===== config.mk =====
export PLATFORM = sky130hd
export DESIGN_NAME = umsc_top
export DESIGN_NICKNAME = d
export VERILOG_FILES = /design/src/umsc_ram.v /design/src/umsc_top.v
export VERILOG_INCLUDE_DIRS = /design/src /design/src/inc
export SDC_FILE = /design/constraint.sdc
export NUM_CORES = 1
export LEC_CHECK = 0
export BUFFER_PORTS_ARGS = -buffer_cell sky130_fd_sc_hd__buf_2
export CAP_MARGIN = 30
export CORE_MARGIN = 1
export CORE_UTILIZATION = 50
export CTS_CLUSTER_DIAMETER = 150
export DETAILED_ROUTE_END_ITERATION = 10
export PLACE_DENSITY = 0.67
export SKIP_LAST_GASP = 1
export SLEW_MARGIN = 15
export SYNTH_ARGS = -nofsm -noshare
export SYNTH_HDL_FRONTEND = slang
export SYNTH_HIERARCHICAL = 1
export SYNTH_SLANG_ARGS = --single-unit

===== constraint.sdc =====
create_clock -name clk -period 5.2 [get_ports clk]
set_clock_uncertainty 0.2 [all_clocks]
set_input_delay 0 -clock clk [delete_from_list [all_inputs] [get_ports clk]]
set_output_delay 0 -clock clk [all_outputs]
set_load 0.1 [all_outputs]

===== src/inc/umsc_defs.vh =====
// constants of the serial mode/status control block
// assumes a byte address bus and a single 250 MHz clock
`ifndef UMSC_DEFS_VH
`define UMSC_DEFS_VH

// ----------------------------------------
// register offsets
// ----------------------------------------
`define UMSC_OFS_MODE  8'h00
`define UMSC_OFS_STA   8'h10
`define UMSC_OFS_TXD   8'h20
`define UMSC_OFS_RXD   8'h30
`define UMSC_OFS_BRG   8'h40

// ----------------------------------------
// mode register fields
// ----------------------------------------
`define UMSC_MODE_RST   16'h0000
`define UMSC_MODE_WMASK 16'hbbff
`define UMSC_M_ON       15
`define UMSC_M_STOP_IN_IDLE     13
`define UMSC_M_INFRARED_CODING_ENABLE     12
`define UMSC_M_REQUEST_PIN_MODE    11
`define UMSC_M_UEN      9:8
`define UMSC_M_WAKE     7
`define UMSC_M_LOOPBACK_SELECT   6
`define UMSC_M_AUTO_RATE_MEASURE    5
`define UMSC_M_RECEIVE_POLARITY    4
`define UMSC_M_HIGH_SPEED_OVERSAMPLE     3
`define UMSC_M_PDSEL    2:1
`define UMSC_M_STOP_BIT_COUNT    0

// ----------------------------------------
// status register fields
// ----------------------------------------
`define UMSC_STA_RST    32'h00000000
`define UMSC_STA_WMASK  32'h01fffce0
`define UMSC_S_ADMEN    24
`define UMSC_S_ADDR     23:16
`define UMSC_S_TXIS     15:14
`define UMSC_S_TXINV    13
`define UMSC_S_RXEN     12
`define UMSC_S_BRK      11
`define UMSC_S_TXEN     10
`define UMSC_S_RXIS     7:6
`define UMSC_S_ADDEN    5
`define UMSC_S_OERR     1
`define UMSC_BRG_RST    16'h0000

// ----------------------------------------
// field encodings
// ----------------------------------------
`define UMSC_UEN_RTS    2'b01
`define UMSC_UEN_FLOW   2'b10
`define UMSC_UEN_BCLK   2'b11
`define UMSC_PD_8N      2'b00
`define UMSC_PD_8E      2'b01
`define UMSC_PD_8O      2'b10
`define UMSC_PD_9N      2'b11
`define UMSC_TXI_SPACE  2'b00
`define UMSC_TXI_DONE   2'b01
`define UMSC_TXI_EMPTY  2'b10

// ----------------------------------------
// frame and timing counts
// ----------------------------------------
`define UMSC_DEPTH      4'd8
`define UMSC_BASE_BITS  4'd9
`define UMSC_BRK_FRAME  15'h6000
`define UMSC_BRK_LEFT   4'd13
`define UMSC_OS16_LAST  4'd15
`define UMSC_OS4_LAST   4'd3
`define UMSC_AB_EDGES   3'd3
`define UMSC_AB_SH16    7
`define UMSC_AB_SH4     5

`endif


===== src/umsc_ram.v =====
// eight-word queue storage with registered read data
// assumes one writer and one reader on the same clock
`timescale 1ns/1ps
module umsc_ram (
	input  wire        clk,
	input  wire        rst_n,
	input  wire        we,
	input  wire [2:0]  waddr,
	input  wire [10:0] wdata,
	input  wire [2:0]  raddr,
	output reg  [10:0] rdata
);

	reg [10:0] mem [0:7];

	// write port
	always @(posedge clk) begin
		if (we) begin
			mem[waddr] <= wdata;
		end
	end

	// registered read port
	always @(posedge clk or negedge rst_n) begin
		if (!rst_n) begin
			rdata <= 11'h000;
		end else begin
			rdata <= mem[raddr];
		end
	end

endmodule


===== src/umsc_top.v =====
// serial transceiver mode/status control with queues and shifters
// assumes a one-cycle register port and pins from outside the clock
`timescale 1ns/1ps
`include "umsc_defs.vh"
module umsc_top (
	input  wire        clk,
	input  wire        rst_n,
	input  wire [7:0]  bus_addr,
	input  wire [31:0] bus_wdata,
	input  wire        bus_wr,
	input  wire        bus_rd,
	output reg  [31:0] bus_rdata,
	input  wire        idle_mode,
	input  wire        sleep_mode,
	input  wire        serial_in_pin,
	input  wire        clear_to_send_pin,
	output reg         serial_out_pin,
	output reg         serial_out_oe,
	output reg         request_to_send_pin,
	output reg         request_to_send_oe,
	output reg         baud_clock_out_pin,
	output reg         baud_clock_out_oe,
	output reg         serial_in_owned,
	output reg         clear_to_send_owned,
	output reg         wake_event,
	output reg         tx_irq
);

	localparam TX_IDLE = 1'b0;
	localparam TX_SEND = 1'b1;
	localparam RX_IDLE = 1'b0;
	localparam RX_RECV = 1'b1;

	// ----------------------------------------
	// helper functions
	// ----------------------------------------
	// total bits of one frame, start through stop
	function [3:0] frame_len;
		input [1:0] pd;
		input       st;
		begin
			frame_len = `UMSC_BASE_BITS + {3'b000, pd != `UMSC_PD_8N}
				+ {3'b000, st} + 4'd1;
		end
	endfunction

	// frame image, bit 0 goes out first
	function [14:0] build_frame;
		input [8:0] d;
		input [1:0] pd;
		reg         ext;
		begin
			ext = ^d[7:0];
			if (pd == `UMSC_PD_9N) begin
				ext = d[8];
			end else if (pd == `UMSC_PD_8O) begin
				ext = ~^d[7:0];
			end
			if (pd == `UMSC_PD_8N) begin
				build_frame = {6'h3f, d[7:0], 1'b0};
			end else begin
				build_frame = {5'h1f, ext, d[7:0], 1'b0};
			end
		end
	endfunction

	// ----------------------------------------
	// registers and state
	// ----------------------------------------
	reg  [15:0] mode_q;
	reg  [31:0] sta_w_q;
	reg         oerr_q;
	reg  [15:0] brg_q;
	reg  [15:0] brg_cnt_q;
	reg  [1:0]  rx_sync_q;
	reg  [1:0]  cts_sync_q;
	reg         tx_st_q;
	reg  [14:0] tx_sh_q;
	reg  [3:0]  tx_left_q;
	reg  [3:0]  tx_ph_q;
	reg         tx_brk_q;
	reg         tx_avail_q;
	reg  [2:0]  tx_wp_q;
	reg  [2:0]  tx_rp_q;
	reg  [3:0]  tx_cnt_q;
	reg         rx_st_q;
	reg  [3:0]  rx_ph_q;
	reg  [3:0]  rx_idx_q;
	reg  [9:0]  rx_sh_q;
	reg         rx_prev_q;
	reg  [3:0]  ir_hold_q;
	reg         addressed_q;
	reg  [2:0]  rx_wp_q;
	reg  [2:0]  rx_rp_q;
	reg  [3:0]  rx_cnt_q;
	reg         ab_run_q;
	reg  [2:0]  ab_edges_q;
	reg  [19:0] ab_cnt_q;
	reg         bclk_q;
	wire [10:0] tx_q;
	wire [10:0] rx_q;

	// ----------------------------------------
	// control decode
	// ----------------------------------------
	wire       on     = mode_q[`UMSC_M_ON];
	wire [1:0] uen    = mode_q[`UMSC_M_UEN];
	wire [1:0] pd     = mode_q[`UMSC_M_PDSEL];
	wire       infrared_coding_enable   = mode_q[`UMSC_M_INFRARED_CODING_ENABLE];
	wire       auto_rate_measure  = mode_q[`UMSC_M_AUTO_RATE_MEASURE];
	wire       high_speed_oversample   = mode_q[`UMSC_M_HIGH_SPEED_OVERSAMPLE];
	wire       txen   = sta_w_q[`UMSC_S_TXEN];
	wire       rxen   = sta_w_q[`UMSC_S_RXEN];
	wire       txinv  = sta_w_q[`UMSC_S_TXINV];
	wire       admen  = sta_w_q[`UMSC_S_ADMEN];
	wire       adden  = sta_w_q[`UMSC_S_ADDEN];
	wire [7:0] addr   = sta_w_q[`UMSC_S_ADDR];
	wire       wr_mode = bus_wr && bus_addr == `UMSC_OFS_MODE;
	wire       wr_sta  = bus_wr && bus_addr == `UMSC_OFS_STA;
	wire       wr_txd  = bus_wr && bus_addr == `UMSC_OFS_TXD;
	wire       wr_brg  = bus_wr && bus_addr == `UMSC_OFS_BRG;
	wire       rd_rxd  = bus_rd && bus_addr == `UMSC_OFS_RXD;
	// halted when off, or in idle mode while the stop-in-idle bit is set
	wire       run    = on && !(mode_q[`UMSC_M_STOP_IN_IDLE] && idle_mode);
	wire       tx_rst = !on || !txen;
	wire       rx_act = run && rxen;
	wire [3:0] os_last = high_speed_oversample ? `UMSC_OS4_LAST : `UMSC_OS16_LAST;
	wire       samp_tick = run && brg_cnt_q == brg_q;
	wire       tx_full  = tx_cnt_q == `UMSC_DEPTH;
	wire       rx_full  = rx_cnt_q == `UMSC_DEPTH;
	wire       shift_empty_flag     = tx_st_q == TX_IDLE && tx_cnt_q == 4'd0;
	wire       tx_lvl   = tx_st_q == TX_SEND ? tx_sh_q[0] : 1'b1;
	wire       cts_ok   = uen != `UMSC_UEN_FLOW || !cts_sync_q[1];
	wire       tx_push  = wr_txd && !tx_full && !tx_rst;
	wire       tx_go    = run && !tx_rst && tx_st_q == TX_IDLE
		&& (sta_w_q[`UMSC_S_BRK] || (tx_avail_q && tx_cnt_q != 4'd0
		&& cts_ok));
	wire       tx_pop   = tx_go && !sta_w_q[`UMSC_S_BRK];
	wire       tx_bit_end = tx_st_q == TX_SEND && samp_tick
		&& tx_ph_q == os_last;
	wire       tx_done  = tx_bit_end && tx_left_q == 4'd0;
	wire       brk_done = tx_done && tx_brk_q;
	wire [2:0] tx_rp_d  = tx_rp_q + {2'b00, tx_pop};

	// ----------------------------------------
	// receive line conditioning
	// ----------------------------------------
	// departure from idle level counts as an infrared pulse
	wire       rx_pol   = rx_sync_q[1] ^ mode_q[`UMSC_M_RECEIVE_POLARITY];
	wire       ir_lvl   = rx_pol && ir_hold_q == 4'd0;
	wire       rx_pin_lvl = infrared_coding_enable ? ir_lvl : rx_pol;
	wire       rx_lvl   = mode_q[`UMSC_M_LOOPBACK_SELECT] ? tx_lvl : rx_pin_lvl;
	wire       rx_fall  = rx_prev_q && !rx_lvl;
	wire       rx_samp  = rx_st_q == RX_RECV && samp_tick
		&& rx_ph_q == {1'b0, os_last[3:1]};
	wire [3:0] rx_last  = frame_len(pd, 1'b0) - 4'd1;
	wire       rx_end   = rx_samp && rx_idx_q == rx_last;
	wire [7:0] rx_d8    = pd == `UMSC_PD_8N ? rx_sh_q[9:2] : rx_sh_q[8:1];
	wire       rx_ext   = rx_sh_q[9];
	wire       rx_perr  = (pd == `UMSC_PD_8E && rx_ext != ^rx_d8)
		|| (pd == `UMSC_PD_8O && rx_ext != ~^rx_d8);
	wire       nine     = pd == `UMSC_PD_9N;
	wire       is_addr  = nine && rx_ext;
	wire       match    = !admen || rx_d8 == addr;
	wire       filt     = nine && (adden || admen);
	wire       keep     = !filt || (is_addr ? match : (admen && addressed_q));
	wire       rx_store = rx_end && keep && !rx_full;
	wire       rx_ovf   = rx_end && keep && rx_full;
	wire       rx_clr   = wr_sta && !bus_wdata[`UMSC_S_OERR] && oerr_q;
	wire       rx_rst   = !on || (rx_clr && !rx_ovf); // set wins, no flush
	wire       rx_pop   = rd_rxd && rx_cnt_q != 4'd0;
	wire [2:0] rx_rp_d  = rx_rp_q + {2'b00, rx_pop};
	wire       ab_done  = ab_run_q && rx_fall && ab_edges_q == `UMSC_AB_EDGES;
	wire [19:0] ab_val  = high_speed_oversample ? ab_cnt_q >> `UMSC_AB_SH4
		: ab_cnt_q >> `UMSC_AB_SH16;
	wire [10:0] rx_word = {!rx_lvl, rx_perr, nine & rx_ext, rx_d8};

	// ----------------------------------------
	// queue storage
	// ----------------------------------------
	umsc_ram u_tx_ram (
		.clk   (clk),
		.rst_n (rst_n),
		.we    (tx_push),
		.waddr (tx_wp_q),
		.wdata ({2'b00, bus_wdata[8:0]}),
		.raddr (tx_rp_d),
		.rdata (tx_q)
	);

	umsc_ram u_rx_ram (
		.clk   (clk),
		.rst_n (rst_n),
		.we    (rx_store),
		.waddr (rx_wp_q),
		.wdata (rx_word),
		.raddr (rx_rp_d),
		.rdata (rx_q)
	);

	// ----------------------------------------
	// software registers
	// ----------------------------------------
	// mode, status control, prescaler; hardware clears two bits
	always @(posedge clk or negedge rst_n) begin
		if (!rst_n) begin
			mode_q  <= `UMSC_MODE_RST;
			sta_w_q <= `UMSC_STA_RST;
			oerr_q  <= 1'b0;
			brg_q   <= `UMSC_BRG_RST;
		end else begin
			if (wr_mode) begin
				mode_q <= bus_wdata[15:0] & `UMSC_MODE_WMASK;
			end else if (ab_done) begin
				mode_q[`UMSC_M_AUTO_RATE_MEASURE] <= 1'b0;
			end
			if (wr_sta) begin
				sta_w_q <= bus_wdata & `UMSC_STA_WMASK;
			end else if (brk_done) begin
				sta_w_q[`UMSC_S_BRK] <= 1'b0;
			end
			if (rx_ovf) begin
				oerr_q <= 1'b1;
			end else if (rx_clr) begin
				oerr_q <= 1'b0;
			end
			if (wr_brg) begin
				brg_q <= bus_wdata[15:0];
			end else if (ab_done) begin
				brg_q <= ab_val[15:0] - 16'h0001;
			end
		end
	end

	// read data, one cycle after the strobe
	always @(posedge clk or negedge rst_n) begin
		if (!rst_n) begin
			bus_rdata <= 32'h00000000;
		end else if (bus_rd) begin
			case (bus_addr)
				`UMSC_OFS_MODE: bus_rdata <= {16'h0000, mode_q};
				`UMSC_OFS_STA: bus_rdata <= {sta_w_q[31:10], tx_full,
					shift_empty_flag, sta_w_q[7:5], rx_st_q == RX_IDLE,
					rx_q[9], rx_q[10], oerr_q, rx_cnt_q != 4'd0};
				`UMSC_OFS_RXD: bus_rdata <= {23'h000000, rx_q[8:0]};
				`UMSC_OFS_BRG: bus_rdata <= {16'h0000, brg_q};
				default: bus_rdata <= 32'h00000000;
			endcase
		end else begin
			bus_rdata <= 32'h00000000;
		end
	end

	// ----------------------------------------
	// pin synchronisers and rate generator
	// ----------------------------------------
	always @(posedge clk or negedge rst_n) begin
		if (!rst_n) begin
			rx_sync_q  <= 2'b11;
			cts_sync_q <= 2'b11;
			brg_cnt_q  <= 16'h0000;
			bclk_q     <= 1'b0;
		end else begin
			rx_sync_q  <= {rx_sync_q[0], serial_in_pin};
			cts_sync_q <= {cts_sync_q[0], clear_to_send_pin};
			if (!run) begin
				brg_cnt_q <= 16'h0000;
			end else begin
				brg_cnt_q <= samp_tick ? 16'h0000 : brg_cnt_q + 16'h0001;
			end
			if (samp_tick) begin
				bclk_q <= !bclk_q;
			end
		end
	end

	// ----------------------------------------
	// transmit queue and shifter
	// ----------------------------------------
	// queue data need a cycle to reach the read register
	always @(posedge clk or negedge rst_n) begin
		if (!rst_n) begin
			tx_wp_q    <= 3'd0;
			tx_rp_q    <= 3'd0;
			tx_cnt_q   <= 4'd0;
			tx_avail_q <= 1'b0;
		end else if (tx_rst) begin
			tx_wp_q    <= 3'd0;
			tx_rp_q    <= 3'd0;
			tx_cnt_q   <= 4'd0;
			tx_avail_q <= 1'b0;
		end else begin
			tx_wp_q    <= tx_wp_q + {2'b00, tx_push};
			tx_rp_q    <= tx_rp_d;
			tx_cnt_q   <= tx_cnt_q + {3'b000, tx_push} - {3'b000, tx_pop};
			tx_avail_q <= tx_cnt_q != 4'd0 && !tx_pop;
		end
	end

	// frame shifter, one bit per oversample period
	always @(posedge clk or negedge rst_n) begin
		if (!rst_n) begin
			tx_st_q   <= TX_IDLE;
			tx_sh_q   <= 15'h7fff;
			tx_left_q <= 4'd0;
			tx_ph_q   <= 4'd0;
			tx_brk_q  <= 1'b0;
		end else if (tx_rst) begin
			tx_st_q <= TX_IDLE;
		end else begin
			case (tx_st_q)
				TX_IDLE: begin
					if (tx_go) begin
						tx_st_q  <= TX_SEND;
						tx_ph_q  <= 4'd0;
						tx_brk_q <= sta_w_q[`UMSC_S_BRK];
						if (sta_w_q[`UMSC_S_BRK]) begin
							tx_sh_q   <= `UMSC_BRK_FRAME;
							tx_left_q <= `UMSC_BRK_LEFT;
						end else begin
							tx_sh_q   <= build_frame(tx_q[8:0], pd);
							tx_left_q <= frame_len(pd,
								mode_q[`UMSC_M_STOP_BIT_COUNT]) - 4'd1;
						end
					end
				end
				TX_SEND: begin
					if (samp_tick) begin
						tx_ph_q <= tx_bit_end ? 4'd0 : tx_ph_q + 4'd1;
					end
					if (tx_done) begin
						tx_st_q <= TX_IDLE;
					end else if (tx_bit_end) begin
						tx_sh_q   <= {1'b1, tx_sh_q[14:1]};
						tx_left_q <= tx_left_q - 4'd1;
					end
				end
				default: tx_st_q <= TX_IDLE;
			endcase
		end
	end

	// ----------------------------------------
	// receive queue, shifter, auto-rate
	// ----------------------------------------
	always @(posedge clk or negedge rst_n) begin
		if (!rst_n) begin
			rx_wp_q  <= 3'd0;
			rx_rp_q  <= 3'd0;
			rx_cnt_q <= 4'd0;
		end else if (rx_rst) begin
			rx_wp_q  <= 3'd0;
			rx_rp_q  <= 3'd0;
			rx_cnt_q <= 4'd0;
		end else begin
			rx_wp_q  <= rx_wp_q + {2'b00, rx_store};
			rx_rp_q  <= rx_rp_d;
			rx_cnt_q <= rx_cnt_q + {3'b000, rx_store} - {3'b000, rx_pop};
		end
	end

	// mid-bit sampler; false start returns to idle
	always @(posedge clk or negedge rst_n) begin
		if (!rst_n) begin
			rx_st_q     <= RX_IDLE;
			rx_ph_q     <= 4'd0;
			rx_idx_q    <= 4'd0;
			rx_sh_q     <= 10'h000;
			addressed_q <= 1'b0;
		end else if (!rx_act || auto_rate_measure) begin
			rx_st_q <= RX_IDLE;
		end else begin
			case (rx_st_q)
				RX_IDLE: begin
					if (!rx_lvl) begin
						rx_st_q  <= RX_RECV;
						rx_ph_q  <= 4'd0;
						rx_idx_q <= 4'd0;
					end
				end
				RX_RECV: begin
					if (samp_tick) begin
						rx_ph_q <= rx_ph_q == os_last ? 4'd0 : rx_ph_q + 4'd1;
					end
					if (rx_samp) begin
						rx_idx_q <= rx_idx_q + 4'd1;
						if (rx_idx_q == 4'd0 && rx_lvl) begin
							rx_st_q <= RX_IDLE;
						end else if (rx_end) begin
							rx_st_q <= RX_IDLE;
							if (is_addr) begin
								addressed_q <= match;
							end
						end else if (rx_idx_q != 4'd0) begin
							rx_sh_q <= {rx_lvl, rx_sh_q[9:1]};
						end
					end
				end
				default: rx_st_q <= RX_IDLE;
			endcase
		end
	end

	// sync char: five falling edges span eight bit times
	always @(posedge clk or negedge rst_n) begin
		if (!rst_n) begin
			ab_run_q   <= 1'b0;
			ab_edges_q <= 3'd0;
			ab_cnt_q   <= 20'h00000;
			rx_prev_q  <= 1'b1;
			ir_hold_q  <= 4'd0;
		end else begin
			rx_prev_q <= rx_lvl;
			if (!rx_pol) begin
				ir_hold_q <= os_last;
			end else if (samp_tick && ir_hold_q != 4'd0) begin
				ir_hold_q <= ir_hold_q - 4'd1;
			end
			if (!rx_act || !auto_rate_measure || ab_done) begin
				ab_run_q <= 1'b0;
			end else if (rx_fall && !ab_run_q) begin
				ab_run_q   <= 1'b1;
				ab_edges_q <= 3'd0;
				ab_cnt_q   <= 20'h00001; // this clock counts too
			end else if (ab_run_q) begin
				ab_cnt_q <= ab_cnt_q + 20'h00001;
				if (rx_fall) begin
					ab_edges_q <= ab_edges_q + 3'd1;
				end
			end
		end
	end

	// ----------------------------------------
	// pin drivers and status outputs
	// ----------------------------------------
	always @(posedge clk or negedge rst_n) begin
		if (!rst_n) begin
			serial_out_pin      <= 1'b1;
			serial_out_oe       <= 1'b0;
			request_to_send_pin <= 1'b1;
			request_to_send_oe  <= 1'b0;
			baud_clock_out_pin  <= 1'b0;
			baud_clock_out_oe   <= 1'b0;
			serial_in_owned     <= 1'b0;
			clear_to_send_owned <= 1'b0;
			wake_event          <= 1'b0;
			tx_irq              <= 1'b0;
		end else begin
			serial_out_oe <= on && txen;
			if (infrared_coding_enable) begin
				serial_out_pin <= (!tx_lvl && tx_ph_q <= {2'b00,
					os_last[3:2]}) ^ txinv;
			end else begin
				serial_out_pin <= tx_lvl ^ txinv;
			end
			request_to_send_oe <= on && (uen == `UMSC_UEN_RTS
				|| uen == `UMSC_UEN_FLOW);
			if (mode_q[`UMSC_M_REQUEST_PIN_MODE]) begin
				request_to_send_pin <= shift_empty_flag;
			end else begin
				request_to_send_pin <= !(rx_act && !rx_full);
			end
			baud_clock_out_oe   <= on && uen == `UMSC_UEN_BCLK;
			baud_clock_out_pin  <= bclk_q;
			clear_to_send_owned <= on && uen == `UMSC_UEN_FLOW;
			serial_in_owned     <= on && rxen;
			wake_event <= on && mode_q[`UMSC_M_WAKE] && sleep_mode
				&& rx_fall;
			case (sta_w_q[`UMSC_S_TXIS])
				`UMSC_TXI_SPACE: tx_irq <= !tx_full;
				`UMSC_TXI_DONE:  tx_irq <= shift_empty_flag;
				`UMSC_TXI_EMPTY: tx_irq <= tx_cnt_q == 4'd0;
				default:         tx_irq <= 1'b0;
			endcase
		end
	end

endmodule

==> results of run 1 <==
-- per-layer routing --
metal	part of all wire, %	up-vias
met5	0.030	-
met1	43	6037
met4	3.3	2
met2	47	403
li1	-	5427
met3	6.4	97
-- worst max-delay path: stages (launching register included) --
cell and delay [ns]:
dfrtp_1 0.60, or2_2 0.32, o21ai_0 0.33, o2bb2ai_1 0.24
nor4_1 0.56, nor2_1 0.11, or3_1 0.39, ha_1 0.29
inv_1 0.04, ha_1 0.19, fa_1 0.38, xor2_1 0.17
nand2_1 0.07, nor3_1 0.15
-- layout make-up --
type	count	area, sq um	share of cell area [%]
Clock buffer	56	1160	5.73
Clock inverter	18	126	0.622
Inverter	55	206	1.02
Multi-Input combinational cell	898	6920	34.1
Sequential cell	377	10300	50.5
Tap cell	455	569	2.80
Timing Repair Buffer	150	1070	5.28
-- placed cells by master (no fill, tap or decap), types with 8 or more instances in the layout --
cell type,n
a211oi_1,9
a21oi_1,56
a222oi_1,15
a22o_1,10
a31oi_1,13
and2_1,8
and3_1,29
buf_2,74
buf_4,29
clkbuf_1,9
clkbuf_16,43
clkinv_2,8
dfrtp_1,197
dfstp_2,20
dlygate4sd3_1,44
edfxtp_1,160
ha_1,37
inv_1,54
mux2_2,68
mux2i_1,16
mux4_1,40
nand2_1,113
nand2b_1,17
nand3_1,41
nand4_1,18
nor2_1,102
nor2b_1,8
nor3_1,22
nor4_1,18
o21ai_0,38
or2_2,8
or3_1,10
xnor2_1,66
xor2_1,22
-- power by group --
part	internal, mW	switching (mW)
clock network	1.62	1.16
registers	3.13	0.0416
logic	0.0855	0.172
total	4.84	1.38
-- worst paths after layout --
kind,depth (start not counted),endpoint,startpoint,slack [ns]
hold / removal,3,sta_w_q[23],bus_wdata[23],0.01
setup reg to reg,13,rx_cnt_q[2],mode_q[2],1.09
setup / recovery,13,rx_cnt_q[2],mode_q[2],1.09
hold reg to reg,0,rx_sync_q[1],rx_sync_q[0],0.15
min in group asynchronous,3,brg_q[8],rst_n,0.43
max in group asynchronous,4,u_tx_ram/rdata[5],rst_n,2.64
-- flip-flops by register name (all words and copies together), names as in the netlist, 4 cells and up --
name / cells
u_rx_ram/mem: 88
u_tx_ram/mem: 72
bus_rdata: 25
ab_cnt_q: 20
sta_w_q: 18
brg_cnt_q: 16
brg_q: 16
mode_q: 14
tx_sh_q: 13
u_rx_ram/rdata: 11
rx_sh_q: 9
u_tx_ram/rdata: 9
ir_hold_q: 4
rx_cnt_q: 4
rx_idx_q: 4
rx_ph_q: 4
tx_cnt_q: 4
tx_left_q: 4
tx_ph_q: 4
-- stage by stage --
stage | worst slack, ns | total power [mW]
3_5_place_dp | 1.11 | 3.46
6_report | 1.09 | 6.22
3_3_place_gp | 1.24 | 3.46
2_1_floorplan | 1.44 | 3.35
4_1_cts | 1.09 | 6.28
5_1_grt | 0.855 | 6.42
-- timing repair --
item | CTS | global route
hold buffers | 44 | 0
buffers inserted | 0 | 0
hold endpoints to repair | 302 | 0
==> impl_metrics.ini, run 1 <==
[sta]
min_period_ns = 4.11
drv_slew = 0
holdWs_ns = 0.0149
finalSetupViolations = 0
max_clock_freq_ghz = 0.244
rsz0062_at_grt = no
period_share_pct = 79.0
max_slew_margin_pct = 33.0
tns_ns = 0
hold_viol_final = 0
worst-slew-pin-transition_ns = 1.00

[detailed_routing]
vias = 11966
routed_wirelength_um = 42800
drtAntennaViolNets = 0
drt_iter0_markers = 1147
wire_per_inst_um = 21.3
firstDrtPassIters = 5
drc = 0
via_per_inst = 5.96

[critical_path]
worstPathMaxFanout = 11
critPathArrivalTime_ns = 4.38
critPathKind = flip-flop to flip-flop
critPathCaptureType = flip-flop
cp.required_ns = 5.48
crit_path_start_kind = flip-flop

[place]
dpl_cell_area_sq_um = 18600
port_buffers = 75
dp_cells = 1887
gp_congestion = 0.869
post-dp-hpwl_um = 28200

[synthesis]
yosys_warnings = 6
syn_inst = 1407
syn_avg_cell_area_sq_um = 12.6
syn_area_sq_um = 17700

[cells_and_area]
final-instance-count-excl-fill = 2009
fin_util_pct = 58.5
fin_area_sq_um = 20300
nets = 1610
drive_gt1_share_pct = 18.1
area_delta_synth_final_pct = 14.7
fillCellCount = 2764
diodes = 0

[global_routing]
grt_pass1_wl_um = 66500
grtUsageMet2_pct = 38.6
first_global_vias = 11774
track_usage_pct = 24.3
grt_use_met1_pct = 33.3
grt-ovfl-total = 0
antenna_found_initial = 1
top_usage_layer = met2
met3_usage_pct = 4.18
grt_max_degree = 116

[floorplan]
core_area_sq_um = 34700
die_h_um = 190
num_io_pins = 90
rows = 68
start_util_pct = 51.1
die_w_um = 190
die-area_sq_um = 36200

[power_and_ir_drop]
peakVddDrop_v = 0.000423
power.density_nw_per_um2 = 306
leakagePower_nw = 8.41

[clocking]
htree_levels = 2
insertion_delay_ns = 0.56
clockRootBuffer = clkbuf_16
clkTransAtPathRegs_ns = 0.06
cts_tree = built
cts_max_path_buffers = 3
post_cts_resize_count = 0
cts_inserted_buffers = 41
cts_sinks = 377

[status]
outcome = finished, final reports clean

[worst_hold_path]
min_path_type = input pin to flip-flop

[job]
maxCapViolCount = 0
(Power assumes the default switching activity.)
==> inputs of run 2 (changes only) <==
Settings changed: PLACE_DENSITY 0.67 to 0.7.
Clock period 5.2 ns to 3.75 ns, I/O delays scaled along.
==> run 2 against run 1 <==
Combinational power grew 52%. Critical path depth shrank 6. Non-clock buffer count grew 37. Highest routed layer is now met4.
==> impl_metrics.ini, run 2 (synthesis gave the netlist of run 1 again) <==
[status]
outcome = finished, final reports clean

[detailed_routing]
drt_iter0_markers = 953
drtAntennaViolNets = 0
routed_wirelength_um = 43100
wire_per_inst_um = 21.1
drc = 0
vias = 12047
via_per_inst = 5.89
firstDrtPassIters = 6

[place]
gp_congestion = 0.949
detailedPlace.worstSlack_ns = 0.0639
dp_cells = 1931
post-dp-hpwl_um = 29400
dpl_cell_area_sq_um = 18900
port_buffers = 75

[power_and_ir_drop]
p_total_mw = 8.65
leakagePower_nw = 8.65
peakVddDrop_v = 0.000468
power.density_nw_per_um2 = 418

[floorplan]
die-area_sq_um = 36200
num_io_pins = 90
die_w_um = 190
die_h_um = 190
rows = 68
core_area_sq_um = 34700
start_util_pct = 51.1

[global_routing]
track_usage_pct = 24.4
grtUsageMet2_pct = 39.4
met3_usage_pct = 3.81
grt_pass1_wl_um = 67300
grt_use_met1_pct = 33.5
top_usage_layer = met2
antenna_found_initial = 1
first_global_vias = 11906
grt_max_degree = 96
grt-ovfl-total = 0

[sta]
period_share_pct = 94.7
drv_slew = 0
hold_viol_final = 0
finalSetupViolations = 0
rsz0062_at_grt = no
max_clock_freq_ghz = 0.282
tns_ns = 0
worst-slew-pin-transition_ns = 0.913
holdWs_ns = 0.0408
setup_ws_ns = 0.200
min_period_ns = 3.55
max_slew_margin_pct = 38.5

[critical_path]
critPathCaptureType = flip-flop
slowest_stage = a2111oi_0
cp.required_ns = 3.96
regToRegSetupSlack_ns = 0.20
r2r_end = brg_q[14]
worstPathMaxFanout = 11
critPathArrivalTime_ns = 3.76
worstPathCellList = mux2i_1, ha_1, or4b_2, a2111oi_0, a311oi_1, nor3_1, o21ai_0
reg2regPathDepth = 7
rr_startpoint = mode_q[3]
critPathKind = flip-flop to flip-flop
max_stage_delay_ns = 0.69
crit_path_start_kind = flip-flop

[clocking]
post_cts_buffers = 0
htree_levels = 2
cts_sinks = 377
cts_tree = built
clockRootBuffer = clkbuf_16
cts_max_path_buffers = 3
clkTransAtPathRegs_ns = 0.06
insertion_delay_ns = 0.54
cts_inserted_buffers = 40

[worst_hold_path]
worstHoldPathCells = 3
worstHoldStart = bus_wdata[21]
min_path_type = input pin to flip-flop
holdPathEnd = sta_w_q[21]

[cells_and_area]
final-instance-count-excl-fill = 2045
fin_util_pct = 59.7
largest_reg_flops = 88
layout_commonest_cell = dfrtp_1
fin_area_sq_um = 20700
nets = 1646
final_cell_mix = dfrtp_1 (195), edfxtp_1 (160), nand2_1 (113), nor2_1 (101), buf_2 (74)
fillCellCount = 2671
max_flop_register = u_rx_ram/mem
drive_gt1_share_pct = 20.9
area_delta_synth_final_pct = 16.9
reg.largest.list = u_rx_ram/mem: 88 flops, u_tx_ram/mem: 72 flops, bus_rdata: 25 flops

[job]
maxCapViolCount = 0
## run 2: layer usage
| layer | share of wire, % | vias to the layer above |
|---|---|---|
| li1 | - | 5507 |
| met3 | 6.5 | 81 |
| met2 | 48 | 422 |
| met1 | 42 | 6037 |
| met5 | 0 | - |
| met4 | 3.0 | 0 |
## run 2: worst max-delay path by stage
stage / start / to / depth (start not counted)
after global placement: mode_q[1] / rx_cnt_q[2] / 13
after global routing: brg_q[13] / rx_cnt_q[2] / 13
final: mode_q[3] / brg_q[14] / 7
after detailed placement: mode_q[1] / rx_cnt_q[2] / 13
after floorplan: brg_cnt_q[11] / u_rx_ram/mem[0][0] / 10
after CTS: mode_q[1] / rx_cnt_q[2] / 13
## run 2: cell type report
class | instances | area [sq um] | share of cell area (%)
Antenna cell | 1 | 2.50 | 0.0121
Sequential cell | 377 | 10300 | 49.5
Clock buffer | 53 | 1100 | 5.32
Inverter | 55 | 206 | 0.997
Multi-Input combinational cell | 898 | 7010 | 33.8
Clock inverter | 19 | 175 | 0.846
Timing Repair Buffer | 187 | 1390 | 6.72
Tap cell | 455 | 569 | 2.75
## run 2: power breakdown
| group | leakage (nW) | switching (mW) | internal, mW | total, mW |
|---|---|---|---|---|
| Clock | 0.620 | 1.59 | 2.27 | 3.87 |
| Combinational | 3.72 | 0.253 | 0.138 | 0.392 |
| Sequential | 4.31 | 0.0504 | 4.34 | 4.40 |
| Total | 8.65 | 1.90 | 6.76 | 8.65 |
## run 2: repair_timing
item / in CTS / in global routing
resized for setup: 0 / 19
hold endpoints to repair: 289 / 0
setup endpoints to repair: 0 / 8
hold buffers: 41 / 0
## run 2: worst max-delay path, delay by kind of cell (launching register included)
| kind | cells | cell delay (ns) |
|---|---|---|
| muxes | 1 | 0.36 |
| AOI/OAI and AO/OA | 3 | 1.05 |
| adders and majority gates | 1 | 0.30 |
| and+or+nand+nor | 2 | 0.87 |
| DFF | 1 | 0.63 |
